--- src/common/dmm_pkg.sv ---
// dual mac/mas datapath: shared constants
// assumes a 32-bit classic wishbone slave port and a 16-bit operand memory
package dmm_pkg;

  // ****************************************
  // widths
  // ****************************************
  localparam int DMM_ACC_W  = 40;
  localparam int DMM_WORD_W = 16;
  localparam int DMM_ADR_W  = 16;
  localparam int DMM_NACC   = 4;
  localparam int DMM_RPT_W  = 8;
  localparam int DMM_WB_AW  = 8;

  // ****************************************
  // register byte offsets
  // ****************************************
  localparam logic [7:0] DMM_OFS_CTRL   = 8'h00;
  localparam logic [7:0] DMM_OFS_STATUS = 8'h04;
  localparam logic [7:0] DMM_OFS_CPTR   = 8'h08;
  localparam logic [7:0] DMM_OFS_APTR3  = 8'h0C;
  localparam logic [7:0] DMM_OFS_RPT    = 8'h10;
  localparam logic [2:0] DMM_ACC_REGION = 3'h1;   // 0x20..0x3C, acc i at 0x20+8*i
  localparam int         DMM_ACC_REG_HI = 7;
  localparam int         DMM_ACC_REG_LO = 5;
  localparam int         DMM_ACC_IDX_HI = 4;
  localparam int         DMM_ACC_IDX_LO = 3;
  localparam int         DMM_ACC_HALF   = 2;

  // ****************************************
  // control and status fields
  // ****************************************
  localparam int DMM_CTRL_FRAC  = 0;
  localparam int DMM_CTRL_MUL_SAT_MODE  = 1;
  localparam int DMM_CTRL_RDM   = 2;
  localparam int DMM_CTRL_WIDE  = 3;
  localparam int DMM_CTRL_SAT   = 4;
  localparam int DMM_CTRL_W     = 5;
  localparam logic [4:0] DMM_CTRL_RST = 5'h00;
  localparam int DMM_ST_BAD     = 8;
  localparam int DMM_ST_BUSY    = 9;
  localparam logic [15:0] DMM_PTR_RST  = 16'h0000;
  localparam logic [15:0] DMM_PTR_STEP = 16'h0002;
  localparam logic [7:0]  DMM_RPT_RST  = 8'h00;

  // ****************************************
  // instruction word fields
  // ****************************************
  localparam logic [7:0] DMM_OPC_FIRST  = 8'hFD;
  localparam logic [3:0] DMM_NIB_SHIFT  = 4'h6;
  localparam logic [3:0] DMM_NIB_PLAIN  = 4'h4;   // unshifted form
  localparam logic [1:0] DMM_FIX_BITS   = 2'h1;
  localparam int DMM_F_OPC_HI = 31;
  localparam int DMM_F_OPC_LO = 24;
  localparam int DMM_F_XM_HI  = 17;
  localparam int DMM_F_XM_LO  = 16;
  localparam int DMM_F_NIB_HI = 15;
  localparam int DMM_F_NIB_LO = 12;
  localparam int DMM_F_FIX_HI = 11;
  localparam int DMM_F_FIX_LO = 10;
  localparam int DMM_F_CM_HI  = 9;
  localparam int DMM_F_CM_LO  = 8;
  localparam int DMM_F_SUB_HI = 7;
  localparam int DMM_F_SUB_LO = 6;
  localparam int DMM_F_ADD_HI = 5;
  localparam int DMM_F_ADD_LO = 4;
  localparam int DMM_F_UNS_D  = 3;
  localparam int DMM_F_UNS_C  = 2;
  localparam int DMM_F_WIDE   = 1;
  localparam int DMM_F_RND    = 0;

  // ****************************************
  // arithmetic constants
  // ****************************************
  localparam logic [16:0] DMM_MUL_SAT_MODE_MIN  = 17'h18000;
  localparam logic [33:0] DMM_MUL_SAT_MODE_SAT  = 34'h07FFFFFFF;
  localparam logic [41:0] DMM_ROUND_ADD = 42'h00000008000;
  localparam logic [15:0] DMM_HALF16    = 16'h8000;
  localparam logic [39:0] DMM_MAX32     = 40'h007FFFFFFF;
  localparam logic [39:0] DMM_MIN32     = 40'hFF80000000;
  localparam logic [39:0] DMM_MAX40     = 40'h7FFFFFFFFF;
  localparam logic [39:0] DMM_MIN40     = 40'h8000000000;

  typedef enum logic [1:0] {
    DMM_PM_KEEP  = 2'b00,
    DMM_PM_INC   = 2'b01,
    DMM_PM_DEC   = 2'b10,
    DMM_PM_KEEP2 = 2'b11
  } dmm_ptr_mode_type;

  typedef enum logic [0:0] {
    DMM_ST_IDLE = 1'b0,
    DMM_ST_RPT  = 1'b1
  } dmm_state_type;

endpackage : dmm_pkg

--- src/design/dmm_core.sv ---
// dual multiply-accumulate / multiply-subtract datapath
// assumes operand memory answers one cycle after the read strobe,
// all partners on clk_i, a classic wishbone master for registers
//
// Behaviour
// - upper add and lower subtract complete in one cycle.
// - long data high half on long_read_bus_hi, sign extended to 17.
// - long data low half on data_read_bus, sign extended to 17.
// - coefficient high half on coef_bus_hi, sign extended to 17.
// - coefficient low half on coef_bus_lo, sign extended to 17.
// - low half address is effective address with bit 0 flipped.
// - unsigned option zero extends that operand to 17 bits instead.
// - fractional mode shifts each product left by one bit.
// - mul_sat_mode governs product overflow handling.
// - upper product sign extended to 40 bits, added into add_acc.
// - shifted form pre-shifts add_acc right 16, filling with bit 39.
// - lower product sign extended to 40 bits, subtracted from sub_acc.
// - round option rounds both results, method from round_mode_sel.
// - overflow width from wide_ovf_mode; sets destination flag.
// - on overflow the destination saturates when acc_sat_mode is set.
// - wide option forces wide_ovf_mode for one instruction only.
// - coefficient fetched over coef_addr_bus, coef_bus_lo and coef_bus_hi.
// - accepted inside a single-instruction repeat loop.
// - coefficient pointer post-increment with high/low advances by 2.
// - aux pointer three post-decrement with high/low drops by 2.
// - shifted form decodes first byte 11111101, third byte nibble 0110.
//
// Added by the designer: the Wishbone interface to the registers and the register addresses.
`timescale 1ns/10ps

module dmm_core
  import dmm_pkg::*;
(
  // clock and reset
  input  wire logic                  clk_i,
  input  wire logic                  rst_i,
  // wishbone slave
  input  wire logic                  wb_cyc_i,
  input  wire logic                  wb_stb_i,
  input  wire logic                  wb_we_i,
  input  wire logic [DMM_WB_AW-1:0]  wb_adr_i,
  input  wire logic [3:0]            wb_sel_i,
  input  wire logic [31:0]           wb_dat_i,
  output logic      [31:0]           wb_dat_o,
  output logic                       wb_ack_o,
  // instruction issue
  input  wire logic                  inst_valid_i,
  input  wire logic [31:0]           inst_word_i,
  output logic                       inst_ready_o,
  // operand memory
  output logic                       rd_stb_o,
  output logic      [DMM_ADR_W-1:0]  data_addr_hi_o,
  output logic      [DMM_ADR_W-1:0]  data_addr_lo_o,
  output logic      [DMM_ADR_W-1:0]  coef_addr_bus_hi_o,
  output logic      [DMM_ADR_W-1:0]  coef_addr_bus_lo_o,
  input  wire logic [DMM_WORD_W-1:0] long_read_bus_hi_i,
  input  wire logic [DMM_WORD_W-1:0] data_read_bus_i,
  input  wire logic [DMM_WORD_W-1:0] coef_bus_hi_i,
  input  wire logic [DMM_WORD_W-1:0] coef_bus_lo_i,
  // status
  output logic                       busy_o,
  output logic                       done_o,
  output logic      [DMM_NACC-1:0]   acc_ovf_flag_o
);

  // ****************************************
  // functions
  // ****************************************
  function automatic logic [16:0] ext17(input logic [15:0] v, input logic uns);
    ext17 = uns ? {1'b0, v} : {v[15], v};
  endfunction : ext17

  function automatic logic [39:0] mul_lane(input logic [16:0] a, input logic [16:0] b,
                                           input logic frac, input logic mul_sat_mode);
    logic signed [33:0] p;
    p = $signed(a) * $signed(b);
    if (frac) begin
      p = p <<< 1;
    end
    if (mul_sat_mode && frac && a == DMM_MUL_SAT_MODE_MIN && b == DMM_MUL_SAT_MODE_MIN) begin
      p = DMM_MUL_SAT_MODE_SAT;
    end
    mul_lane = {{6{p[33]}}, p};
  endfunction : mul_lane

  // returns {overflow, result}
  function automatic logic [40:0] acc_lane(input logic [39:0] src, input logic [39:0] prod,
                                           input logic sub, input logic rnd, input logic round_mode_sel,
                                           input logic wide, input logic sat);
    logic [41:0] s;
    logic        tie;
    logic        ovf;
    logic [39:0] r;
    s   = sub ? ({{2{src[39]}}, src} - {{2{prod[39]}}, prod})
              : ({{2{src[39]}}, src} + {{2{prod[39]}}, prod});
    tie = (s[15:0] == DMM_HALF16);
    if (rnd) begin
      s = s + DMM_ROUND_ADD;
      if (round_mode_sel && tie) begin
        s[16] = 1'b0;  // round half to even
      end
      s[15:0] = 16'h0000;
    end
    ovf = wide ? (s[41:39] != {3{s[41]}}) : (s[41:31] != {11{s[41]}});
    r   = s[39:0];
    if (ovf && sat) begin
      r = s[41] ? (wide ? DMM_MIN40 : DMM_MIN32) : (wide ? DMM_MAX40 : DMM_MAX32);
    end
    acc_lane = {ovf, r};
  endfunction : acc_lane

  function automatic logic [15:0] ptr_next(input logic [15:0] p, input logic [1:0] mode);
    case (mode)
      DMM_PM_INC: ptr_next = p + DMM_PTR_STEP;
      DMM_PM_DEC: ptr_next = p - DMM_PTR_STEP;
      default:    ptr_next = p;
    endcase
  endfunction : ptr_next

  function automatic logic [31:0] merge(input logic [31:0] old, input logic [31:0] nw,
                                        input logic [3:0] sel);
    for (int i = 0; i < 4; i++) begin
      merge[8*i +: 8] = sel[i] ? nw[8*i +: 8] : old[8*i +: 8];
    end
  endfunction : merge

  function automatic logic decode_ok(input logic [31:0] w);
    decode_ok = (w[DMM_F_OPC_HI:DMM_F_OPC_LO] == DMM_OPC_FIRST) &&
                (w[DMM_F_FIX_HI:DMM_F_FIX_LO] == DMM_FIX_BITS) &&
                (w[DMM_F_NIB_HI:DMM_F_NIB_LO] == DMM_NIB_SHIFT ||
                 w[DMM_F_NIB_HI:DMM_F_NIB_LO] == DMM_NIB_PLAIN);
  endfunction : decode_ok

  // ****************************************
  // declarations
  // ****************************************
  logic [DMM_CTRL_W-1:0] ctrl_q;
  logic [DMM_NACC-1:0]   ovf_q;
  logic                  bad_q;
  logic [15:0]           cptr_q;
  logic [15:0]           aptr3_q;
  logic [DMM_RPT_W-1:0]  rpt_q;
  logic [DMM_RPT_W-1:0]  rpt_left_q;
  logic [39:0]           acc_q [DMM_NACC];
  dmm_state_type         state_q;
  logic [31:0]           held_q;
  logic                  s1_valid_q;
  logic [31:0]           s1_word_q;
  logic                  s2_valid_q;
  logic [31:0]           s2_word_q;
  logic                  done_q;
  logic                  ack_q;
  logic [31:0]           dat_q;
  logic [DMM_ADR_W-1:0]  xa_q;
  logic [DMM_ADR_W-1:0]  ca_q;

  logic        wb_req;
  logic        wb_wr;
  logic        acc_sel;
  logic [1:0]  acc_idx;
  logic        accept;
  logic        issue;
  logic [31:0] issue_word;
  logic [31:0] rd_d;

  logic [1:0]  sub_idx;
  logic [1:0]  add_idx;
  logic        wide_eff;
  logic [39:0] add_src;
  logic [39:0] prod_hi;
  logic [39:0] prod_lo;
  logic [40:0] add_res;
  logic [40:0] sub_res;
  logic [DMM_NACC-1:0] ovf_set;
  logic [DMM_NACC-1:0] ovf_clr;

  // ****************************************
  // wishbone decode
  // ****************************************
  assign wb_req  = wb_cyc_i && wb_stb_i && !ack_q;
  assign wb_wr   = wb_req && wb_we_i;
  assign acc_sel = (wb_adr_i[DMM_ACC_REG_HI:DMM_ACC_REG_LO] == DMM_ACC_REGION);
  assign acc_idx = wb_adr_i[DMM_ACC_IDX_HI:DMM_ACC_IDX_LO];

  // unmapped addresses read zero, ignore writes, still ack
  always_comb begin
    rd_d = 32'h00000000;
    if (acc_sel) begin
      rd_d = wb_adr_i[DMM_ACC_HALF] ? {24'h000000, acc_q[acc_idx][39:32]} : acc_q[acc_idx][31:0];
    end else begin
      case (wb_adr_i)
        DMM_OFS_CTRL:   rd_d[DMM_CTRL_W-1:0] = ctrl_q;
        DMM_OFS_STATUS: rd_d = {22'h000000, busy_o, bad_q, 4'h0, ovf_q};
        DMM_OFS_CPTR:   rd_d[15:0] = cptr_q;
        DMM_OFS_APTR3:  rd_d[15:0] = aptr3_q;
        DMM_OFS_RPT:    rd_d[DMM_RPT_W-1:0] = rpt_q;
        default:        rd_d = 32'h00000000;
      endcase
    end
  end

  always_ff @(posedge clk_i) begin
    if (rst_i) begin
      ack_q <= 1'b0;
      dat_q <= 32'h00000000;
    end else begin
      ack_q <= wb_req;
      if (wb_req) begin
        dat_q <= rd_d;
      end
    end
  end

  assign wb_ack_o = ack_q;
  assign wb_dat_o = dat_q;

  // ****************************************
  // control registers
  // ****************************************
  always_ff @(posedge clk_i) begin
    if (rst_i) begin
      ctrl_q <= DMM_CTRL_RST;
      rpt_q  <= DMM_RPT_RST;
    end else if (wb_wr) begin
      if (wb_adr_i == DMM_OFS_CTRL) begin
        ctrl_q <= DMM_CTRL_W'(merge({27'h0000000, ctrl_q}, wb_dat_i, wb_sel_i));
      end
      if (wb_adr_i == DMM_OFS_RPT) begin
        rpt_q <= DMM_RPT_W'(merge({24'h000000, rpt_q}, wb_dat_i, wb_sel_i));
      end
    end
  end

  // ****************************************
  // issue and single-instruction repeat
  // ****************************************
  assign inst_ready_o = (state_q == DMM_ST_IDLE);
  assign accept       = inst_valid_i && inst_ready_o && decode_ok(inst_word_i);
  assign issue        = accept || (state_q == DMM_ST_RPT);
  assign issue_word   = (state_q == DMM_ST_RPT) ? held_q : inst_word_i;

  always_ff @(posedge clk_i) begin
    if (rst_i) begin
      state_q    <= DMM_ST_IDLE;
      rpt_left_q <= DMM_RPT_RST;
      held_q     <= 32'h00000000;
    end else begin
      case (state_q)
        DMM_ST_IDLE: begin
          if (accept && rpt_q != DMM_RPT_RST) begin
            state_q    <= DMM_ST_RPT;
            rpt_left_q <= rpt_q;
            held_q     <= inst_word_i;
          end
        end
        DMM_ST_RPT: begin
          rpt_left_q <= rpt_left_q - 8'h01;
          if (rpt_left_q == 8'h01) begin
            state_q <= DMM_ST_IDLE;
          end
        end
        default: state_q <= DMM_ST_IDLE;
      endcase
    end
  end

  // ****************************************
  // pointers and operand addresses
  // ****************************************
  // post-modify beats a same-cycle bus write
  always_ff @(posedge clk_i) begin
    if (rst_i) begin
      cptr_q  <= DMM_PTR_RST;
      aptr3_q <= DMM_PTR_RST;
    end else begin
      if (issue) begin
        cptr_q  <= ptr_next(cptr_q, issue_word[DMM_F_CM_HI:DMM_F_CM_LO]);
        aptr3_q <= ptr_next(aptr3_q, issue_word[DMM_F_XM_HI:DMM_F_XM_LO]);
      end else if (wb_wr) begin
        if (wb_adr_i == DMM_OFS_CPTR) begin
          cptr_q <= 16'(merge({16'h0000, cptr_q}, wb_dat_i, wb_sel_i));
        end
        if (wb_adr_i == DMM_OFS_APTR3) begin
          aptr3_q <= 16'(merge({16'h0000, aptr3_q}, wb_dat_i, wb_sel_i));
        end
      end
    end
  end

  always_ff @(posedge clk_i) begin
    if (rst_i) begin
      s1_valid_q <= 1'b0;
      s1_word_q  <= 32'h00000000;
      xa_q       <= DMM_PTR_RST;
      ca_q       <= DMM_PTR_RST;
      s2_valid_q <= 1'b0;
      s2_word_q  <= 32'h00000000;
      done_q     <= 1'b0;
    end else begin
      s1_valid_q <= issue;
      if (issue) begin
        s1_word_q <= issue_word;
        xa_q      <= aptr3_q;
        ca_q      <= cptr_q;
      end
      s2_valid_q <= s1_valid_q;
      s2_word_q  <= s1_word_q;
      done_q     <= s2_valid_q;
    end
  end

  assign rd_stb_o           = s1_valid_q;
  assign data_addr_hi_o     = xa_q;
  assign data_addr_lo_o     = {xa_q[15:1], ~xa_q[0]};
  assign coef_addr_bus_hi_o = ca_q;
  assign coef_addr_bus_lo_o = {ca_q[15:1], ~ca_q[0]};

  // ****************************************
  // dual datapath
  // ****************************************
  assign sub_idx  = s2_word_q[DMM_F_SUB_HI:DMM_F_SUB_LO];
  assign add_idx  = s2_word_q[DMM_F_ADD_HI:DMM_F_ADD_LO];
  assign wide_eff = ctrl_q[DMM_CTRL_WIDE] || s2_word_q[DMM_F_WIDE];
  assign add_src  = (s2_word_q[DMM_F_NIB_HI:DMM_F_NIB_LO] == DMM_NIB_SHIFT) ?
                    {{16{acc_q[add_idx][39]}}, acc_q[add_idx][39:16]} : acc_q[add_idx];

  assign prod_hi = mul_lane(ext17(long_read_bus_hi_i, s2_word_q[DMM_F_UNS_D]),
                            ext17(coef_bus_hi_i, s2_word_q[DMM_F_UNS_C]),
                            ctrl_q[DMM_CTRL_FRAC], ctrl_q[DMM_CTRL_MUL_SAT_MODE]);
  assign prod_lo = mul_lane(ext17(data_read_bus_i, s2_word_q[DMM_F_UNS_D]),
                            ext17(coef_bus_lo_i, s2_word_q[DMM_F_UNS_C]),
                            ctrl_q[DMM_CTRL_FRAC], ctrl_q[DMM_CTRL_MUL_SAT_MODE]);

  // both lanes read accumulators from before this edge
  assign add_res = acc_lane(add_src, prod_hi, 1'b0, s2_word_q[DMM_F_RND],
                            ctrl_q[DMM_CTRL_RDM], wide_eff, ctrl_q[DMM_CTRL_SAT]);
  assign sub_res = acc_lane(acc_q[sub_idx], prod_lo, 1'b1, s2_word_q[DMM_F_RND],
                            ctrl_q[DMM_CTRL_RDM], wide_eff, ctrl_q[DMM_CTRL_SAT]);

  always_comb begin
    ovf_set = '0;
    ovf_clr = '0;
    if (s2_valid_q) begin
      ovf_set[add_idx] = add_res[40];
      if (sub_res[40]) begin
        ovf_set[sub_idx] = 1'b1;
      end
    end
    if (wb_wr && wb_adr_i == DMM_OFS_STATUS && wb_sel_i[0]) begin
      ovf_clr = wb_dat_i[DMM_NACC-1:0];
    end
  end

  // ****************************************
  // accumulators and flags
  // ****************************************
  // same destination on both lanes: upper result kept
  always_ff @(posedge clk_i) begin
    if (rst_i) begin
      for (int i = 0; i < DMM_NACC; i++) begin
        acc_q[i] <= 40'h0000000000;
      end
    end else begin
      for (int i = 0; i < DMM_NACC; i++) begin
        if (s2_valid_q && add_idx == i[1:0]) begin
          acc_q[i] <= add_res[39:0];
        end else if (s2_valid_q && sub_idx == i[1:0]) begin
          acc_q[i] <= sub_res[39:0];
        end else if (wb_wr && acc_sel && acc_idx == i[1:0]) begin
          if (wb_adr_i[DMM_ACC_HALF]) begin
            acc_q[i][39:32] <= wb_sel_i[0] ? wb_dat_i[7:0] : acc_q[i][39:32];
          end else begin
            acc_q[i][31:0] <= merge(acc_q[i][31:0], wb_dat_i, wb_sel_i);
          end
        end
      end
    end
  end

  // sticky flags: set beats clear
  always_ff @(posedge clk_i) begin
    if (rst_i) begin
      ovf_q <= '0;
      bad_q <= 1'b0;
    end else begin
      ovf_q <= (ovf_q & ~ovf_clr) | ovf_set;
      bad_q <= (bad_q && !(wb_wr && wb_adr_i == DMM_OFS_STATUS && wb_sel_i[1] && wb_dat_i[DMM_ST_BAD]))
               || (inst_valid_i && inst_ready_o && !decode_ok(inst_word_i));
    end
  end

  assign busy_o         = (state_q != DMM_ST_IDLE) || s1_valid_q || s2_valid_q;
  assign done_o         = done_q;
  assign acc_ovf_flag_o = ovf_q;

endmodule : dmm_core

--- config.mk ---
export PLATFORM = sky130hd
export DESIGN_NAME = dmm_core
export DESIGN_NICKNAME = d
export VERILOG_FILES = /design/src/common/dmm_pkg.sv /design/src/design/dmm_core.sv
export SDC_FILE = /design/constraint.sdc
export NUM_CORES = 2
export LEC_CHECK = 0
export BUFFER_PORTS_ARGS = -buffer_cell sky130_fd_sc_hd__buf_2
export CORE_MARGIN = 2
export CORE_UTILIZATION = 48
export CTS_CLUSTER_SIZE = 20
export DETAILED_ROUTE_END_ITERATION = 12
export PLACE_DENSITY = 0.67
export SETUP_SLACK_MARGIN = 0.05
export SKIP_CTS_REPAIR_TIMING = 1
export SYNTH_ARGS = -nofsm -noshare
export SYNTH_HDL_FRONTEND = slang
export SYNTH_SLANG_ARGS = --single-unit
--- constraint.sdc ---
create_clock -name clk_i -period 12.05 [get_ports clk_i]
set_input_delay 1.205 -clock clk_i [delete_from_list [all_inputs] [get_ports clk_i]]
set_output_delay 1.205 -clock clk_i [all_outputs]
set_load 0.02 [all_outputs]
==> results.toml <==
[run_status]
status = "complete, but fails checks"
violations = "max-capacitance violations, max-slew violations"

[cts]
cts_tree = "done"
cts_sinks = 327
cts_made_buffers = 36
clock_latency_ns = 0.57
cts_root_buf = "clkbuf_16"
cts_buffer_depth = 3
h-tree-depth = 2
cts.clk_slew.worst_paths_ns = 0.06

[routing]
drt_iter0_drc = 4846
vias = 44750
detail-route-antenna-nets = 0
wirelength_mm = 167.7
drtPass1Iterations = 8
drc = 0
vias_per_cell = 5.973
routedWlPerCell_um = 22.38

[critical_path]
required_ns = 12.32
path_class = "in2reg"
critPathMaxStageDelay_ns = 0.55
start_kind = "primary input"
slowest_stage = "fa_1"
startpoint = "coef_bus_hi_i[5]"
crit_top_cell = "fa_1"
worst-path-max-fanout = 8
r2r_start = "s2_word_q[2]"
endpoint_kind = "flop"
cp.arrival_ns = 11.94

[cells_and_area]
fin_cells = 7492
multi_input_area_um2 = 37470
seqCellArea_um2 = 8154
fillerInstances = 9399
nets = 7114
drive_gt1_frac = 0.1700
area_growth_pct = 14.47
stdcell_area_um2 = 56760

[timing]
fin_crit_sh = 0.9685
finalCriticalPeriod_ns = 11.67
finalMaxSlewViolations = 5
finClkSkew_ns = 0.03721
fin_setup_tns_ns = 0
slew_headroom = -0.01977
finalHoldViolations = 0
max_freq_mhz = 85.68
tightestPinTransition_ns = 1.518
rsz0062_at_grt = "true"
setup_viol = 0

[place]
placed_cells = 7399
io_buffers = 244
place.gp.congestion = 1.060
hpwl_mm = 132.3
placed_area_um2 = 54920

[yosys]
synth.avg_cell_area_um2 = 8.771
syn_area_um2 = 49580
synthArstFlopShare = 0
synth_most_common_cell = "nand2_1"
post-synth-top-area-cell = "fa_1"
ys_top_cells_by_count = "nand2_1, inv_1, fa_1"
ys_ff_latch = 327
netlist_instances = 5653
synth.top_cell.area_share = 0.2414
synth_edf_count = 160
synth_ff_type = "dfxtp_1"
synth_nets = 6676
yosys_warnings = 0
seq_area_frac_synth = 0.1643
synth.distinct_cells = 106
synth_area_leaders = "fa_1, edfxtp_1, ha_1"

[job]
cap_violations = 1

[floorplanning]
start_util = 0.4853
dieWidth_um = 325.4
core_area_um2 = 102200
placementRows = 117
pin_count = 251
dieArea_um2 = 105900
die_y_um = 325.4

[global_routing]
track_usage = 0.3083
antenna_found_initial = 4
grt_overflow_total = 0
grt_pass1_wl_mm = 255.7
grt_pass1_vias = 44510
grt_max_degree = 110

[hold_path]
hold_path_class = "reg2reg"
min-delay-start = "s1_word_q[6]"
-- stage by stage --
stage,setup WS [ns],util,hold slack (ns)
3_3_place_gp,-0.5188,0.5375,0.4387
6_report,0.3793,0.5555,0.4554
3_5_place_dp,-0.4841,0.5375,0.4460
2_1_floorplan,0.05176,-,0.4329
4_1_cts,0.01606,0.5496,0.4546
5_1_grt,-0.1214,0.5554,0.4650
-- critical path: cells and delay by family --
family          cells  cell delay, ns
xor+xnor            2            0.37
buf+inv            11            1.34
simple gates       11            2.07
mux                 1            0.16
fa+ha+maj           8            3.60
compound gates     14            3.19
-- cells by family after synthesis --
kind of cell,share of synthesized area
buf+inv,0.08524
flops,0.1643
xor+xnor,0.03621
mux,0.06505
simple gates,0.1873
fa+ha+maj,0.3118
compound gates,0.1501
-- final timing paths --
| kind | end | cells past startpoint | slack, ns |
|---|---|---|---|
| setup / recovery | acc_q[2][30] | 47 | 0.38 |
| hold reg to reg | s2_word_q[6] | 1 | 0.46 |
| setup reg to reg | acc_q[2][32] | 42 | 0.73 |
| hold / removal | s2_word_q[6] | 1 | 0.46 |
-- final cells by class --
| type | count | share of cell area |
|---|---|---|
| diodes | 5 | 0.0002204 |
| clock buffers | 51 | 0.01891 |
| repair buffers | 751 | 0.09589 |
| inverters | 726 | 0.04801 |
| clock inverters | 15 | 0.002998 |
| flip-flops and latches | 327 | 0.1437 |
| multi-input cells | 4249 | 0.6602 |
| well taps | 1368 | 0.03016 |
-- layout by cell type, fill, tap and decap left out, types with 19 or more instances in the layout --
master	count
nand2_1	798
inv_1	725
fa_1	598
buf_4	476
and2_1	308
nor2_1	288
ha_1	279
a21oi_1	246
buf_2	238
dfxtp_1	162
edfxtp_1	160
nand3_1	146
xnor2_1	139
o21ai_0	138
o211ai_1	133
mux4_2	120
nor3_1	79
a21o_1	70
xor2_1	65
a32oi_1	65
o2111ai_1	54
mux2i_1	50
nor2b_1	48
clkbuf_16	48
nand2b_1	47
nand4_1	43
a211oi_1	40
nor4_1	33
or3_1	31
and3_1	25
or2_2	23
o21a_1	22
a22oi_1	20
a2bb2oi_1	19
buf_12	19
-- state kept, by name, indices dropped and copies added, names as in the netlist, 12 cells and up --
register / cells
acc_q: 160
aptr3_q: 16
coef_addr_bus_hi_o: 16
cptr_q: 16
data_addr_hi_o: 16
held_q: 16
s1_word_q: 12
s2_word_q: 12
wb_dat_o: 32
-- metal layers --
layer / part of all wire / wire [um] / global-route usage / vias to the layer above
li1: - / - / - / 20120
met2: 0.45 / 74830 / 0.4860 / 2409
met3: 0.10 / 17280 / 0.05769 / 593
met4: 0.069 / 11630 / 0.1611 / 0
met5: 0 / 0 / 0 / -
met1: 0.38 / 63970 / 0.4041 / 21640
Power is not shown: default switching activity piles up to over one toggle a cycle in this logic, so the estimate is an artifact.
